[config.mk]
export PLATFORM = sky130hd
export DESIGN_NAME = acsc_top
export DESIGN_NICKNAME = d
export VERILOG_FILES = /design/src/rtl/acsc_pkg.sv /design/src/rtl/acsc_lp_if.sv /design/src/rtl/acsc_lp_timer.sv /design/src/rtl/acsc_top.sv
export SDC_FILE = /design/constraint.sdc
export NUM_CORES = 1
export LEC_CHECK = 0
export BUFFER_PORTS_ARGS = -buffer_cell sky130_fd_sc_hd__buf_2
export CAP_MARGIN = 10
export CORE_ASPECT_RATIO = 1.2
export CORE_MARGIN = 5
export CORE_UTILIZATION = 57
export CTS_BUF_LIST = sky130_fd_sc_hd__clkbuf_4 sky130_fd_sc_hd__clkbuf_8
export CTS_CLUSTER_SIZE = 20
export DETAILED_ROUTE_END_ITERATION = 8
export PLACE_DENSITY = 0.82
export SETUP_SLACK_MARGIN = 0.02
export SKIP_LAST_GASP = 1
export SLEW_MARGIN = 5
export SYNTH_ARGS = -nofsm -noshare
export SYNTH_HDL_FRONTEND = slang
export SYNTH_HIERARCHICAL = 1
export SYNTH_SLANG_ARGS = --single-unit
export TNS_END_PERCENT = 100
[constraint.sdc]
create_clock -name MCLK -period 3.2 [get_ports MCLK]
set_input_delay 0.64 -clock MCLK [delete_from_list [all_inputs] [get_ports MCLK]]
set_output_delay 0.64 -clock MCLK [all_outputs]
set_load 0.02 [all_outputs]
[src/rtl/acsc_pkg.sv]
package acsc_pkg;

    // ==========================================================
    // Bus geometry
    localparam int          ADR_W            = 10;
    localparam int          DAT_W            = 32;
    localparam int          IDX_W            = 8;

    // ==========================================================
    // Register indices (byte address is four times the index)
    localparam logic [7:0]  IDX_STATUS       = 8'h6a;
    localparam logic [7:0]  IDX_PIN_SETUP    = 8'h6b;
    localparam logic [7:0]  IDX_SOFT_KICK    = 8'h6c;
    localparam logic [7:0]  IDX_LP_CTRL      = 8'h6e;
    localparam logic [7:0]  IDX_IRQ_STATUS   = 8'h80;
    localparam logic [7:0]  IDX_IRQ_MASK     = 8'h81;

    // ==========================================================
    // Reset values
    localparam logic [7:0]  PIN_SETUP_RST    = 8'h00;
    localparam logic [7:0]  SOFT_KICK_RST    = 8'h01;
    localparam logic [7:0]  LP_CTRL_RST      = 8'h88;
    localparam logic [3:0]  IRQ_MASK_RST     = 4'h0;

    // ==========================================================
    // Field positions
    localparam int          PIN_TRIG_SRC_BIT = 0;
    localparam int          PIN_STAT_SEL_LSB = 1;
    localparam int          KICK_BIT         = 0;
    localparam int          STAT_FG_BIT      = 0;
    localparam int          STAT_STOP_BIT    = 1;
    localparam int          STAT_CODE_LSB    = 2;
    localparam int          LOW_POWER_RECAL_ENABLE_BIT        = 0;
    localparam int          LP_POLICY_BIT    = 1;
    localparam int          LP_WAKE_LSB      = 3;
    localparam int          LP_SLEEP_LSB     = 5;

    // ==========================================================
    // Status pin selector codes
    localparam logic [1:0]  SEL_FOREGROUND_COMPLETE_FLAG      = 2'h0;
    localparam logic [1:0]  SEL_STOPPED      = 2'h1;
    localparam logic [1:0]  SEL_ALARM        = 2'h2;
    localparam logic [1:0]  SEL_LOW          = 2'h3;

    // ==========================================================
    // Interrupt event bits
    localparam int          EV_N             = 4;
    localparam int          EV_FOREGROUND_COMPLETE_FLAG       = 0;
    localparam int          EV_STOPPED       = 1;
    localparam int          EV_RESUMED       = 2;
    localparam int          EV_ALARM         = 3;

    // ==========================================================
    // Low-power timing
    localparam int          LP_UNIT_CYCLES   = 256;
    localparam int          LP_CNT_W         = 42;
    localparam int          LP_EXP_W         = 6;

    typedef enum logic [3:0] {
        ACSC_LP_IDLE   = 4'b0001,
        ACSC_LP_SLEEP  = 4'b0010,
        ACSC_LP_SETTLE = 4'b0100,
        ACSC_LP_CALIB  = 4'b1000
    } acsc_lp_state_t;

    // Sleep exponent per code
    function automatic logic [5:0] sleep_exp(input logic [2:0] code);
        case (code)
            3'h0: sleep_exp = 6'h03;
            3'h1: sleep_exp = 6'h0f;
            3'h2: sleep_exp = 6'h12;
            3'h3: sleep_exp = 6'h15;
            3'h4: sleep_exp = 6'h18;
            3'h5: sleep_exp = 6'h1b;
            3'h6: sleep_exp = 6'h1e;
            default: sleep_exp = 6'h21;
        endcase
    endfunction : sleep_exp

    // Wake settling exponent per code
    function automatic logic [5:0] wake_exp(input logic [1:0] code);
        case (code)
            2'h0: wake_exp = 6'h03;
            2'h1: wake_exp = 6'h12;
            2'h2: wake_exp = 6'h15;
            default: wake_exp = 6'h18;
        endcase
    endfunction : wake_exp

endpackage : acsc_pkg

[src/rtl/acsc_lp_if.sv]
`timescale 1ns/10ps
interface acsc_lp_if;
    logic       enable;
    logic       policy;
    logic [2:0] sleep_code;
    logic [1:0] wake_code;
    logic       trigger;
    logic       cal_done;
    logic       sleeping;
    logic       settling;
    logic       cal_req;

    modport ctrl  (output enable, policy, sleep_code, wake_code, trigger, cal_done,
                   input  sleeping, settling, cal_req);
    modport timer (input  enable, policy, sleep_code, wake_code, trigger, cal_done,
                   output sleeping, settling, cal_req);
endinterface : acsc_lp_if

[src/rtl/acsc_lp_timer.sv]
`timescale 1ns/10ps
module acsc_lp_timer #(
    parameter logic [5:0]  EXP_MAX = 6'h21,
    parameter int          UNIT    = acsc_pkg::LP_UNIT_CYCLES
) (
    input  wire logic      clk,
    input  wire logic      rst,
    acsc_lp_if.timer       lp
);

    acsc_pkg::acsc_lp_state_t          state;
    logic [acsc_pkg::LP_CNT_W-1:0]     count;

    // ==========================================================
    // Delay span: (2^N + 1) x unit clock periods
    function automatic logic [acsc_pkg::LP_CNT_W-1:0] span(input logic [5:0] e);
        logic [5:0] ec;
        ec   = (e > EXP_MAX) ? EXP_MAX : e;
        span = ((acsc_pkg::LP_CNT_W'(1) << ec) + acsc_pkg::LP_CNT_W'(1))
               * acsc_pkg::LP_CNT_W'(UNIT);
    endfunction : span

    // ==========================================================
    // Sleep / settle / calibrate sequence
    // Dropping enable aborts at once, so a core never stays asleep
    always_ff @(posedge clk) begin
        if (rst || !lp.enable) begin
            state <= acsc_pkg::ACSC_LP_IDLE;
            count <= '0;
        end else begin
            case (state)
                acsc_pkg::ACSC_LP_IDLE: begin
                    state <= acsc_pkg::ACSC_LP_SLEEP;
                    count <= span(acsc_pkg::sleep_exp(lp.sleep_code));
                end
                acsc_pkg::ACSC_LP_SLEEP: begin
                    if (lp.policy ? !lp.trigger : (count <= 1)) begin
                        state <= acsc_pkg::ACSC_LP_SETTLE;
                        count <= span(acsc_pkg::wake_exp(lp.wake_code));
                    end else if (!lp.policy) begin
                        count <= count - 1'b1;
                    end
                end
                acsc_pkg::ACSC_LP_SETTLE: begin
                    if (count <= 1) begin
                        state <= acsc_pkg::ACSC_LP_CALIB;
                    end else begin
                        count <= count - 1'b1;
                    end
                end
                acsc_pkg::ACSC_LP_CALIB: begin
                    if (lp.cal_done) begin
                        state <= acsc_pkg::ACSC_LP_SLEEP;
                        count <= span(acsc_pkg::sleep_exp(lp.sleep_code));
                    end
                end
                default: begin
                    state <= acsc_pkg::ACSC_LP_IDLE;
                end
            endcase
        end
    end

    // ==========================================================
    // Registered phase outputs
    always_ff @(posedge clk) begin
        if (rst) begin
            lp.sleeping <= 1'b0;
            lp.settling <= 1'b0;
            lp.cal_req  <= 1'b0;
        end else begin
            lp.sleeping <= lp.enable && (state == acsc_pkg::ACSC_LP_SLEEP);
            lp.settling <= lp.enable && (state == acsc_pkg::ACSC_LP_SETTLE);
            lp.cal_req  <= lp.enable && (state == acsc_pkg::ACSC_LP_CALIB) && !lp.cal_done;
        end
    end

endmodule : acsc_lp_timer

[src/rtl/acsc_top.sv]
// Summary of operation
// The stopped flag (status bit 1) goes high once background calibration has halted at the requested phase.
// The stopped flag returns to zero as soon as calibration runs again.
// With background calibration off, the stopped flag is set when foreground calibration ends or is skipped.
// The read-only foreground-complete flag (status bit 0) is high once foreground calibration ended or was skipped.
// The 2-bit selector at bits 2:1 routes 0 fg-complete, 1 stopped, 2 alarm, 3 constant low to the status pin.
// With trigger-source select at 0 the trigger is the software bit and the hardware pin is ignored.
// With trigger-source select at 1 the trigger is the hardware pin and the software bit is ignored.
// Software needing no trigger should keep the source select at 0 and the software bit (reset 1) high.
// In autonomous low-power mode the sleep field 7:5 sets sleep to (2^N+1)x256 clocks, N = 3,15,18,...,33.
// Software should not program the sleep field below 4.
// The wake field 4:3 sets the settling wait after wake to (2^N+1)x256 clocks, N = 3,18,21,24.
// Software should not program the wake field below 1.
// The wake policy bit picks timed sleep at 0, or sleep until the trigger goes low at 1.
// Low-power calibration runs only while its enable bit and background calibration are both set.
// Software must not touch the calibration data port while the stopped flag is zero.
// Reserved status bits read as zero and writes to them do nothing.
//
// The Wishbone slave port is this design's own decision.
`timescale 1ns/10ps
module acsc_top #(
    parameter logic [5:0] LP_EXP_MAX = 6'h21
) (
    input  wire logic                         MCLK,
    input  wire logic                         RESET,
    input  wire logic                         WB_CYC_I,
    input  wire logic                         WB_STB_I,
    input  wire logic                         WB_WE_I,
    input  wire logic [acsc_pkg::ADR_W-1:0]   WB_ADR_I,
    input  wire logic [3:0]                   WB_SEL_I,
    input  wire logic [acsc_pkg::DAT_W-1:0]   WB_DAT_I,
    output logic      [acsc_pkg::DAT_W-1:0]   WB_DAT_O,
    output logic                              WB_ACK_O,
    input  wire logic                         BACKGROUND_RECAL_ENABLE,
    input  wire logic                         FG_CAL_DONE,
    input  wire logic                         CAL_RESTART,
    input  wire logic                         BG_HALTED,
    input  wire logic [2:0]                   CAL_STATE_CODE,
    input  wire logic                         ALARM,
    input  wire logic                         HARDWARE_TRIGGER_PIN,
    input  wire logic                         CORE_CAL_DONE,
    output logic                              CALIBRATION_STATUS_PIN,
    output logic                              CAL_TRIGGER,
    output logic                              CORE_SLEEP,
    output logic                              CORE_SETTLE,
    output logic                              CORE_CAL_REQ,
    output logic                              IRQ
);

    // ==========================================================
    // Declarations
    logic [7:0]                   pin_setup;
    logic [7:0]                   soft_kick;
    logic [7:0]                   lp_ctrl;
    logic [acsc_pkg::EV_N-1:0]    irq_status;
    logic [acsc_pkg::EV_N-1:0]    irq_mask;
    logic                         fg_flag;
    logic                         stopped_flag;
    logic                         next_fg_flag;
    logic                         next_stopped_flag;
    logic                         alarm_q;
    logic                         trig_meta;
    logic                         trig_sync;
    logic                         next_trigger;
    logic                         bus_req;
    logic                         bus_wr;
    logic [acsc_pkg::IDX_W-1:0]   bus_idx;
    logic [acsc_pkg::EV_N-1:0]    events;

    acsc_lp_if lp_bus ();

    // ==========================================================
    // Register decode, shared by write and read paths
    function automatic logic hit(input logic [acsc_pkg::IDX_W-1:0] idx,
                                 input logic [acsc_pkg::IDX_W-1:0] reg_idx);
        hit = (idx == reg_idx);
    endfunction : hit

    // Only the low byte lane carries data; other lanes are don't-care
    assign bus_req = WB_CYC_I && WB_STB_I && !WB_ACK_O;
    assign bus_wr  = bus_req && WB_WE_I && WB_SEL_I[0];
    assign bus_idx = WB_ADR_I[acsc_pkg::ADR_W-1:2];

    // ==========================================================
    // Hardware trigger pin synchroniser
    always_ff @(posedge MCLK) begin
        if (RESET) begin
            trig_meta <= 1'b0;
            trig_sync <= 1'b0;
        end else begin
            trig_meta <= HARDWARE_TRIGGER_PIN;
            trig_sync <= trig_meta;
        end
    end

    // ==========================================================
    // Software-writable configuration
    always_ff @(posedge MCLK) begin
        if (RESET) begin
            pin_setup <= acsc_pkg::PIN_SETUP_RST;
            soft_kick <= acsc_pkg::SOFT_KICK_RST;
            lp_ctrl   <= acsc_pkg::LP_CTRL_RST;
            irq_mask  <= acsc_pkg::IRQ_MASK_RST;
        end else if (bus_wr) begin
            if (hit(bus_idx, acsc_pkg::IDX_PIN_SETUP)) begin
                pin_setup <= WB_DAT_I[7:0];
            end
            if (hit(bus_idx, acsc_pkg::IDX_SOFT_KICK)) begin
                soft_kick <= WB_DAT_I[7:0];
            end
            if (hit(bus_idx, acsc_pkg::IDX_LP_CTRL)) begin
                lp_ctrl <= WB_DAT_I[7:0];
            end
            if (hit(bus_idx, acsc_pkg::IDX_IRQ_MASK)) begin
                irq_mask <= WB_DAT_I[acsc_pkg::EV_N-1:0];
            end
        end
    end

    // ==========================================================
    // Calibration state flags
    // A done pulse in the restart cycle still sets the flag
    always_comb begin
        next_fg_flag = fg_flag;
        if (CAL_RESTART) begin
            next_fg_flag = 1'b0;
        end
        if (FG_CAL_DONE) begin
            next_fg_flag = 1'b1;
        end
        if (BACKGROUND_RECAL_ENABLE) begin
            next_stopped_flag = BG_HALTED;
        end else begin
            next_stopped_flag = next_fg_flag;
        end
    end

    always_ff @(posedge MCLK) begin
        if (RESET) begin
            fg_flag      <= 1'b0;
            stopped_flag <= 1'b0;
            alarm_q      <= 1'b0;
        end else begin
            fg_flag      <= next_fg_flag;
            stopped_flag <= next_stopped_flag;
            alarm_q      <= ALARM;
        end
    end

    // ==========================================================
    // Interrupt events, sticky and write-one-to-clear
    assign events[acsc_pkg::EV_FOREGROUND_COMPLETE_FLAG] = next_fg_flag && !fg_flag;
    assign events[acsc_pkg::EV_STOPPED] = next_stopped_flag && !stopped_flag;
    assign events[acsc_pkg::EV_RESUMED] = !next_stopped_flag && stopped_flag;
    assign events[acsc_pkg::EV_ALARM]   = ALARM && !alarm_q;

    // Set beats clear so an event in the clearing cycle survives
    always_ff @(posedge MCLK) begin
        if (RESET) begin
            irq_status <= '0;
        end else if (bus_wr && hit(bus_idx, acsc_pkg::IDX_IRQ_STATUS)) begin
            irq_status <= (irq_status & ~WB_DAT_I[acsc_pkg::EV_N-1:0]) | events;
        end else begin
            irq_status <= irq_status | events;
        end
    end

    // One cycle behind the status bit; harmless for a level line
    always_ff @(posedge MCLK) begin
        if (RESET) begin
            IRQ <= 1'b0;
        end else begin
            IRQ <= |(irq_status & irq_mask);
        end
    end

    // ==========================================================
    // Trigger source and status pin routing
    always_comb begin
        if (pin_setup[acsc_pkg::PIN_TRIG_SRC_BIT]) begin
            next_trigger = trig_sync;
        end else begin
            next_trigger = soft_kick[acsc_pkg::KICK_BIT];
        end
    end

    always_ff @(posedge MCLK) begin
        if (RESET) begin
            CAL_TRIGGER            <= 1'b0;
            CALIBRATION_STATUS_PIN <= 1'b0;
        end else begin
            CAL_TRIGGER <= next_trigger;
            case (pin_setup[acsc_pkg::PIN_STAT_SEL_LSB +: 2])
                acsc_pkg::SEL_FOREGROUND_COMPLETE_FLAG: CALIBRATION_STATUS_PIN <= fg_flag;
                acsc_pkg::SEL_STOPPED: CALIBRATION_STATUS_PIN <= stopped_flag;
                acsc_pkg::SEL_ALARM:   CALIBRATION_STATUS_PIN <= alarm_q;
                default:               CALIBRATION_STATUS_PIN <= 1'b0;
            endcase
        end
    end

    // ==========================================================
    // Low-power sleep and wake sequencer
    assign lp_bus.enable     = lp_ctrl[acsc_pkg::LOW_POWER_RECAL_ENABLE_BIT] && BACKGROUND_RECAL_ENABLE;
    assign lp_bus.policy     = lp_ctrl[acsc_pkg::LP_POLICY_BIT];
    assign lp_bus.sleep_code = lp_ctrl[acsc_pkg::LP_SLEEP_LSB +: 3];
    assign lp_bus.wake_code  = lp_ctrl[acsc_pkg::LP_WAKE_LSB +: 2];
    assign lp_bus.trigger    = CAL_TRIGGER;
    assign lp_bus.cal_done   = CORE_CAL_DONE;

    acsc_lp_timer #(
        .EXP_MAX (LP_EXP_MAX),
        .UNIT    (acsc_pkg::LP_UNIT_CYCLES)
    ) u_lp_timer (
        .clk     (MCLK),
        .rst     (RESET),
        .lp      (lp_bus)
    );

    assign CORE_SLEEP   = lp_bus.sleeping;
    assign CORE_SETTLE  = lp_bus.settling;
    assign CORE_CAL_REQ = lp_bus.cal_req;

    // ==========================================================
    // Wishbone answer: one wait state, unmapped reads give zero
    always_ff @(posedge MCLK) begin
        if (RESET) begin
            WB_ACK_O <= 1'b0;
            WB_DAT_O <= '0;
        end else begin
            WB_ACK_O <= bus_req;
            if (bus_req && !WB_WE_I) begin
                WB_DAT_O <= '0;
                if (hit(bus_idx, acsc_pkg::IDX_STATUS)) begin
                    // Upper status bits are fixed zero
                    WB_DAT_O[acsc_pkg::STAT_FG_BIT]          <= fg_flag;
                    WB_DAT_O[acsc_pkg::STAT_STOP_BIT]        <= stopped_flag;
                    WB_DAT_O[acsc_pkg::STAT_CODE_LSB +: 3]   <= CAL_STATE_CODE;
                end
                if (hit(bus_idx, acsc_pkg::IDX_PIN_SETUP)) begin
                    WB_DAT_O[7:0] <= pin_setup;
                end
                if (hit(bus_idx, acsc_pkg::IDX_SOFT_KICK)) begin
                    WB_DAT_O[7:0] <= soft_kick;
                end
                if (hit(bus_idx, acsc_pkg::IDX_LP_CTRL)) begin
                    WB_DAT_O[7:0] <= lp_ctrl;
                end
                if (hit(bus_idx, acsc_pkg::IDX_IRQ_STATUS)) begin
                    WB_DAT_O[acsc_pkg::EV_N-1:0] <= irq_status;
                end
                if (hit(bus_idx, acsc_pkg::IDX_IRQ_MASK)) begin
                    WB_DAT_O[acsc_pkg::EV_N-1:0] <= irq_mask;
                end
            end else begin
                WB_DAT_O <= '0;
            end
        end
    end

endmodule : acsc_top

After elaboration in Yosys (flattened, before gate mapping)

Cells that the tools add are included.
Widths: inputs -> output; s select.

Input bits: 61
Logic and storage cells: 135
Output and inout port bits: 39
Flip-flop bits (word level): 122

Magnitude comparators: 4
Reductions and logical operators: 37
Add/subtract/negate cells: 4
Mux-type cells: 35
Shift-type cells: 3
Equal/unequal tests: 25
Bitwise operators: 6

Operators by type and width:

| kind                  | count |
|---|---|
| $mux 42               | 4 |
| $pmux 42 s4           | 1 |
| $add 34x2->34 const B | 3 |
| $shl 1x6->34 const A  | 3 |
| $mux 6                | 11 |
| $le 42x1->1 const B   | 1 |
| $pmux 6 s7            | 1 |
| $sub 42x1->42 const B | 1 |
| $eq 8x7->1 const B    | 4 |
| $mux 4                | 6 |
| $mux 8                | 3 |
| $gt 6x6->1 const B    | 3 |
| $eq 8x8->1 const B    | 2 |
| $pmux 4 s4            | 1 |
| $logic_and 1x1->1     | 15 |
| $pmux 5 s3            | 1 |
| $eq 3x3->1 const B    | 3 |
| $logic_not 1->1       | 9 |
| $and 4x4->4           | 2 |
| $or 4x4->4            | 2 |
| $reduce_and 2->1      | 4 |
| $eq 3x2->1 const B    | 2 |
| $mux 1                | 5 |
| $mux 5                | 1 |
| other kinds (21)      | 26 |

Longest topological paths before layout

Gate-level depths: netlist of run 1.

Depth in word-level cells: 11
Depth in mapped cells: 11
Mapped depth without buffers: 8

Modules after synthesis

The synthesis of run 1 kept the hierarchy.

Modules (own cells, without submodules):

| module        | sequential area each (µm²) | area an instance (µm²) | cells each | times used |
|---|---|---|---|---|
| acsc_lp_timer | 980.9                      | 2731.4                 | 339        | 1 |
| acsc_top      | 980.9                      | 2376.0                 | 250        | 1 |

Least setup slack after synthesis of run 1

No wires, ideal clock.

Kind: reg2reg
Start: reg u_lp_timer/count[2] in the netlist's numbering
End: reg u_lp_timer/count[32] in the netlist's numbering
Data required time: 3069 ps
Clock period less this slack: 2416 ps
Arrival: 2286 ps
Library setup time: 131 ps
Stages on the path, launching flop included: 9
Setup slack: 784 ps
Path buffers: 1
Cells stage by stage: dfxtp_1 -> or4_4 -> nor3_4 -> nand3_2 -> or2_1 -> clkbuf_2 -> or3_1 -> a2111oi_2 -> a211oi_1

Longest elaborated chain between the ends: 4
Elaborated cells on any way between the ends: 10
Classes of those cells: add/sub: 1; order compare: 1; eq/ne: 2; mux: 5; reduce/logical: 1

Ends and longest elaborated chain:

| item                                                   | RTL line                                 | RTL |
|---|---|---|
| start: declaration                                     | acsc_lp_timer.sv:12                      | `logic [acsc_pkg::LP_CNT_W-1:0] count;` |
| start signal: assignment                               | acsc_lp_timer.sv:34                      | `count <= span(acsc_pkg::sleep_exp(lp.sleep_code));` |
| start signal: assignment                               | acsc_lp_timer.sv:39                      | `count <= span(acsc_pkg::wake_exp(lp.wake_code));` |
| start signal: assignment                               | acsc_lp_timer.sv:41                      | `count <= count - 1'b1;` |
| $sub 42x1->42 / $le 42x1->1 (equally long branches)    | --                                       |  |
| $mux 42 / $mux 1 (equally long branches)               | acsc_lp_timer.sv:40, acsc_lp_timer.sv:37 |  |
| $mux 42 / $ne 3x2->1 (equally long branches)           | --                                       |  |
| $pmux 42 s4 / $reduce_and 4->1 (equally long branches) | --                                       |  |

Parallel ways exist; a longest one is shown, timed or not. The select of a mux whose other input is x is not followed.
A chain may end at the register's enable or synchronous reset.

Final worst setup path of run 1

Start: reg u_lp_timer/count[2] in the netlist's numbering
End: reg u_lp_timer/count[14] in the netlist's numbering

The elaborated chain is that of the path after synthesis.

==> run_results.csv, run 1 <==
group,metric,value,unit
timing,finalSetupTns,0,ps
synth,synth-main-ff-cell,"dfxtp_1",
clock_tree,cts.repair.resized,0,
clock_tree,clkLatencyLatePin,370,ps
timing,hold-worst-slack,466,ps
pwr,combPwrFrac,6.0,%
timing,period_share,89.7,%
timing,setup_viol,0,
setup_path,worstSetupPathType,"reg -> reg",
timing,min_period,2870,ps
routing,drtPass1Iterations,7,
pwr,p_per_area,388,nW/um2
clock_tree,htree_levels,3,
pwr,p_sw,551,uW
floorplanning,dieArea,11000,um2
routing,vias,4368,
final_layout,layout-drive-gt1-share,14.5,%
timing,finalHoldViolCount,0,
final_layout,area_growth_syn_to_layout,6.79,%
pwr,pwr-share-clk,35.6,%
synth,ys_ff_latch,98,
pwr,p_int,1570,uW
global_route,grt_first_pass_wirelength,19300,um
synth,synthCells,589,
floorplanning,io_pins,100,
floorplanning,die_h,114,um
final_layout,fillers,762,
place,dp_cells,730,
global_route,overflow,0,
timing,fmax,0.348,GHz
synth,synth_cell_types,74,
final_layout,layout.nets,689,
run_status,outcome,"completed",
synth,synth_edf_count,0,
routing,drt-initial-drc-count,274,
timing,worstMarginPinSlew,933,ps
place,dp_hpwl,8430,um
timing,slew_headroom,37.7,%
global_route,grt_pass1_vias,4192,
clock_tree,hold_buffers,0,
pwr,p_sw_share,26.0,%
pwr,p_leak,0.00243,uW
timing,fin_worst_skew,17.5,ps
timing,rsz0062_at_grt,"false",
routing,routed_wl,11600,um
clock_tree,cts.sinks,98,
final_layout,layout.cells.non_filler,746,
synth,ys_warn_count,6,
timing,slew_violations,0,
floorplanning,initial_core_util,59.0,%
synth,synth.avg_cell_area,8.67,um2
synth,synthArstFlopShare,0,%
clock_tree,cts_made_buffers,9,
routing,ant_nets,0,
clock_tree,clockBufferDepth,2,
place,port_buffers,46,
floorplanning,core,8660,um2
pwr,pwr-share-seq,58.4,%
global_route,antenna_found_initial,0,
routing,drc,0,
min_path,min_path_type,"reg -> reg",
place,gp_congestion,0.839,
setup_path,cp.required,3450,ps
floorplanning,die_w,96.4,um
clock_tree,clk_pin_slew,100,ps
final_layout,diodes,0,
floorplanning,rows,37,
clock_tree,cts_tree,"built",
setup_path,endpoint_kind,"flop",
global_route,track_usage,21.8,%
routing,viasPerCell,5.86,
clock_tree,cts-root-buf,"clkbuf_8",
pwr,irDropWorstVdd,0.336,mV
routing,wl_per_cell,15.5,um
synth,ys_seq_area_share,38.4,%
clock_tree,post_cts_buffers,0,
setup_path,start_kind,"flop",
synth,netlist_area,5110,um2
global_route,grt_start_max_net_pins,34,
run,max_cap_viol_count,0,
setup_path,arrival,3120,ps
setup_path,worstPathMaxFanout,22,
-- final timing paths --
kind                            start  slack (ps)  depth (start not counted)                    to
setup reg to reg  u_lp_timer/count[2]         330                          8  u_lp_timer/count[14]
setup / recovery  u_lp_timer/count[2]         330                          8  u_lp_timer/count[14]
hold reg to reg             trig_meta         470                          1             trig_sync
hold / removal              trig_meta         470                          1             trig_sync
-- synth_stat cells, types with 5 or more instances --
master	count	share of area, %
a21oi_1	20	2.0
a31oi_1	8	0.98
and3_1	5	0.61
buf_2	7	0.69
buf_4	24	3.5
buf_6	7	1.5
clkbuf_1	14	1.0
dfxtp_1	98	38
inv_1	14	1.0
mux2i_1	32	6.3
nand2_1	32	2.4
nand2b_1	13	1.6
nand3_1	14	1.4
nand3b_1	5	0.74
nor2_1	86	6.3
nor2b_1	12	1.5
nor3_1	26	2.5
nor4_1	19	2.3
o21ai_0	14	1.4
o221a_2	5	1.1
o22ai_1	6	0.74
or3_1	13	1.6
xnor2_1	25	4.3
xor2_1	6	1.0
-- per-stage QoR --
| stage | cell area, um2 | worst slack [ps] | power (uW) | util, % |
|---|---|---|---|---|
| 2_1_floorplan | 5200 | 784 | 1370 | - |
| 3_3_place_gp | 5270 | 478 | 1390 | 60.9 |
| 3_5_place_dp | 5270 | 384 | 1390 | 60.9 |
| 4_1_cts | 5450 | 350 | 2130 | 63.0 |
| 5_1_grt | 5450 | 177 | 2200 | 63.0 |
| 6_report | 5450 | 329 | 2120 | 63.0 |
-- state kept, by name, summed over array words and instances (netlist names) --
signal and cells:
soft_kick 8, trig_sync 1, WB_ACK_O 1, irq_mask 4, stopped_flag 1, CAL_TRIGGER 1, irq_status 4, u_lp_timer/state 4
pin_setup 8, u_lp_timer/lp.cal_req 1, trig_meta 1, u_lp_timer/count 42, lp_ctrl 8, u_lp_timer/lp.sleeping 1, WB_DAT_O 8, IRQ 1
CALIBRATION_STATUS_PIN 1, fg_flag 1, u_lp_timer/lp.settling 1, alarm_q 1
-- per-layer routing --
metal	global-route usage [%]	part of all wire, %	vias up	wire, um
li1	-	-	2115	-
met4	9.35	2.8	0	320
met1	27.1	42	2075	4830
met5	0	0	-	0
met3	3.10	4.5	37	517
met2	37.3	51	141	5910
-- power by group through the flow --
stage	clock network [uW]	logic, uW	registers [uW]
after floorplan	0	105	1260
after global placement	0	121	1260
after detailed placement	0	124	1270
after CTS	768	125	1240
after global routing	824	141	1240
final	753	128	1240
-- cells by family (layout without fill, tap and decap cells) --
logic type / count (synthesis) / count (layout) / synth area share [%]
adder cells (fa/ha/maj): 4 / 4 / 0.980
AO/OA/AOI/OAI: 91 / 91 / 12.5
multiplexers: 32 / 32 / 6.27
AND/OR/NAND/NOR: 264 / 264 / 28.5
flip-flops: 98 / 98 / 38.4
XOR/XNOR: 31 / 31 / 5.32
buffers and inverters: 67 / 81 / 7.91
other: 2 / 28 / 0.147
-- final cells by class --
type                    count  area, um2  share of cell area [%]
clock buffers               9        124                    2.27
inverters                  14       52.6                   0.964
repair buffers             51        268                    4.91
flip-flops and latches     98       1960                    36.0
well taps                 117        146                    2.68
clock inverters             7       58.8                    1.08
multi-input cells         450       2840                    52.1
-- critical path, cell delays in order, from the launching register on --
cell and delay (ps):
dfxtp_1 360, or4_4 570, nor3_4 250, and4_1 380, a21oi_1 140, or2_1 460
o21ai_2 240, buf_4 270, nor2_1 80
-- layout by cell type (no fill, tap or decap), types with 3 or more instances in the layout --
cell,Yosys,routed
a21oi_1,20,20
o221a_2,5,5
xor2_1,6,6
a31oi_1,8,8
xnor2_1,25,25
mux2i_1,32,32
nor3_1,26,26
nor2_1,86,86
and3_1,5,5
or3_1,13,13
nand3b_1,5,5
buf_2,7,46
or2_1,4,4
a311oi_1,3,3
dfxtp_1,98,98
or4_1,3,3
o22ai_1,6,6
nor4_1,19,19
nand2_1,32,32
a211oi_1,4,4
conb_1,2,28
a22oi_1,3,3
nor4b_1,4,4
nand2b_1,13,13
inv_1,14,14
a32oi_1,3,3
o21a_1,3,3
buf_4,24,5
nor2b_1,12,12
clkbuf_8,0,9
inv_6,0,3
o21ai_0,14,14
ha_1,4,4
nand3_1,14,14
Note: power is estimated with default switching activity, not from simulation.
==> run 2, diff against run 1 <==
--- a/config.mk
+++ b/config.mk
@@ -10,3 +10,3 @@
 export CORE_ASPECT_RATIO = 1.2
-export CORE_MARGIN = 5
+export CORE_MARGIN = 2
 export CORE_UTILIZATION = 57
==> constraint.sdc (replaced) <==
create_clock -name MCLK -period 3.2 [get_ports MCLK]
set_input_delay 0.16 -clock MCLK [delete_from_list [all_inputs] [get_ports MCLK]]
set_output_delay 0.16 -clock MCLK [all_outputs]
set_load 0.02 [all_outputs]
==> run_results.csv, run 2 (synthesis gave the netlist of run 1 again) <==
group,metric,value,unit
run_status,outcome,"completed",
final_layout,layout_commonest_cell,"dfxtp_1",
final_layout,layout-drive-gt1-share,14.3,%
global_route,grt_pass1_vias,4158,
routing,routed_wl,11100,um
setup_path,ff2ff_path_depth,7,
place,dp_hpwl,8000,um
timing,finalHoldViolCount,0,
setup_path,cp.buffers_inverters,1,
clock_tree,cts.sinks,98,
clock_tree,cts_made_buffers,9,
global_route,track_usage,23.2,%
setup_path,reg2reg_slack,370,ps
routing,drtPass1Iterations,6,
setup_path,max_stage_delay,790,ps
setup_path,r2r_end,"u_lp_timer/count[22]",
setup_path,cp.required,3460,ps
final_layout,fillers,764,
floorplanning,die_w,90.4,um
final_layout,area_growth_syn_to_layout,7.03,%
global_route,grt_start_max_net_pins,51,
setup_path,arrival,3090,ps
clock_tree,clkLatencyLatePin,360,ps
timing,slew_violations,0,
setup_path,worstReg2RegStart,"u_lp_timer/state[1]",
pwr,fin_total_pwr,2150,uW
final_layout,diodes,0,
routing,drc,0,
floorplanning,initial_core_util,59.0,%
setup_path,crit_chain,"nor4b_1 > a21oi_1 > a21oi_1 > buf_4 > and3_1 > xnor2_1 > nor2_1",
routing,viasPerCell,5.87,
pwr,p_sw_share,26.5,%
routing,wl_per_cell,14.9,um
setup_path,cp_top_family,"compound AO/OA/AOI/OAI gates",
timing,min_period,2830,ps
floorplanning,core,8660,um2
run,max_cap_viol_count,0,
setup_path,crit_path_top_delay_cell,"a21oi_1",
timing,period_share,88.5,%
timing,finalSetupTns,0,ps
final_layout,final_cell_mix,"dfxtp_1 (98), nor2_1 (86), buf_2 (46)",
global_route,antenna_found_initial,0,
clock_tree,clk_pin_slew,110,ps
setup_path,cp.depth,7,
setup_path,startpoint,"u_lp_timer/state[1]",
timing,fmax,0.353,GHz
setup_path,start_kind,"flop",
clock_tree,htree_levels,3,
place,port_buffers,46,
clock_tree,cts-root-buf,"clkbuf_8",
timing,rsz0062_at_grt,"false",
min_path,min_path_type,"in -> reg",
routing,drt-initial-drc-count,441,
pwr,p_per_area,393,nW/um2
pwr,p_leak,0.00243,uW
routing,vias,4376,
pwr,p_sw,570,uW
place,dpl-instance-area,5260,um2
floorplanning,rows,37,
floorplanning,dieArea,9740,um2
clock_tree,clockBufferDepth,2,
setup_path,cp-endpoint,"u_lp_timer/count[22]",
setup_path,endpoint_kind,"flop",
timing,fin_worst_skew,8.47,ps
timing,slew_headroom,35.7,%
setup_path,worstSetupPathType,"reg -> reg",
global_route,grt_first_pass_wirelength,18700,um
setup_path,path_common_cell,"a21oi_1",
final_layout,largest_register_ffs,42,
clock_tree,post_cts_buffers,0,
clock_tree,cts_tree,"built",
pwr,irDropWorstVdd,0.246,mV
routing,ant_nets,0,
pwr,pwr-share-seq,57.6,%
global_route,overflow,0,
place,gp_congestion,0.879,
setup_path,worstPathMaxFanout,11,
floorplanning,die_h,108,um
pwr,combPwrFrac,5.9,%
pwr,p_int,1580,uW
pwr,pwr-share-clk,36.5,%
timing,worstMarginPinSlew,965,ps
final_layout,top_register,"u_lp_timer/count",
floorplanning,io_pins,100,
timing,setup_viol,0,
final_layout,layout.nets,689,
final_layout,design_area,5470,um2
[run 2: through the flow]
step / setup WS [ps] / std cells / utilization [%] / hold WS (ps)
6_report: 368 / 746 / 63.1 / 20.8
5_1_grt: 99.4 / 746 / 63.1 / 21.7
4_1_cts: 390 / 746 / 63.1 / 10.6
3_5_place_dp: 440 / 729 / 60.8 / 389
3_3_place_gp: 478 / 729 / 60.8 / 379
2_1_floorplan: 784 / 615 / - / 269
[run 2: routing by layer]
| metal | track usage (%) | wire length (um) |
|---|---|---|
| met1 | 27.5 | 4730 |
| met2 | 41.2 | 5530 |
| met3 | 4.06 | 603 |
| met4 | 10.4 | 265 |
| met5 | 0 | 0 |
[run 2: timing repair]
action	in CTS	in global routing
endpoints found under the setup margin	0	0
resized for setup	0	0
endpoints found under the hold margin	1	0
hold buffers	1	0
[run 2: worst min path at each step]
stage,start,slack [ps],end,cells past startpoint
2_1_floorplan,WB_DAT_I[0],270,irq_status[0],1
3_3_place_gp,HARDWARE_TRIGGER_PIN,380,trig_meta,2
3_5_place_dp,HARDWARE_TRIGGER_PIN,390,trig_meta,2
4_1_cts,ALARM,10,alarm_q,2
5_1_grt,ALARM,20,alarm_q,2
6_report,ALARM,20,alarm_q,2
[run 2: cell type report]
| type | count | area, um2 | area share [%] |
|---|---|---|---|
| clock inverter | 7 | 68.8 | 1.26 |
| clock buffer | 9 | 124 | 2.27 |
| inverter | 14 | 52.6 | 0.961 |
| multi-input combinational | 450 | 2840 | 52.0 |
| sequential | 98 | 1960 | 35.9 |
| timing repair buffer | 51 | 270 | 4.94 |
| tap | 117 | 146 | 2.68 |
[run 2: power by group through the flow]
| stage | Clock (uW) | Combinational [uW] | Sequential [uW] |
|---|---|---|---|
| floorplan | 0 | 105 | 1260 |
| global placement | 0 | 120 | 1260 |
| detailed placement | 0 | 123 | 1260 |
| CTS | 794 | 124 | 1240 |
| global route | 834 | 138 | 1240 |
| finish | 783 | 127 | 1240 |
[run 2: worst register-to-register path, delay by kind of cell (launching register included)]
family,cells,cell delay (ps)
compound gates,2,1020
flops,1,530
buf+inv,1,310
xor+xnor,1,130
simple gates,3,730
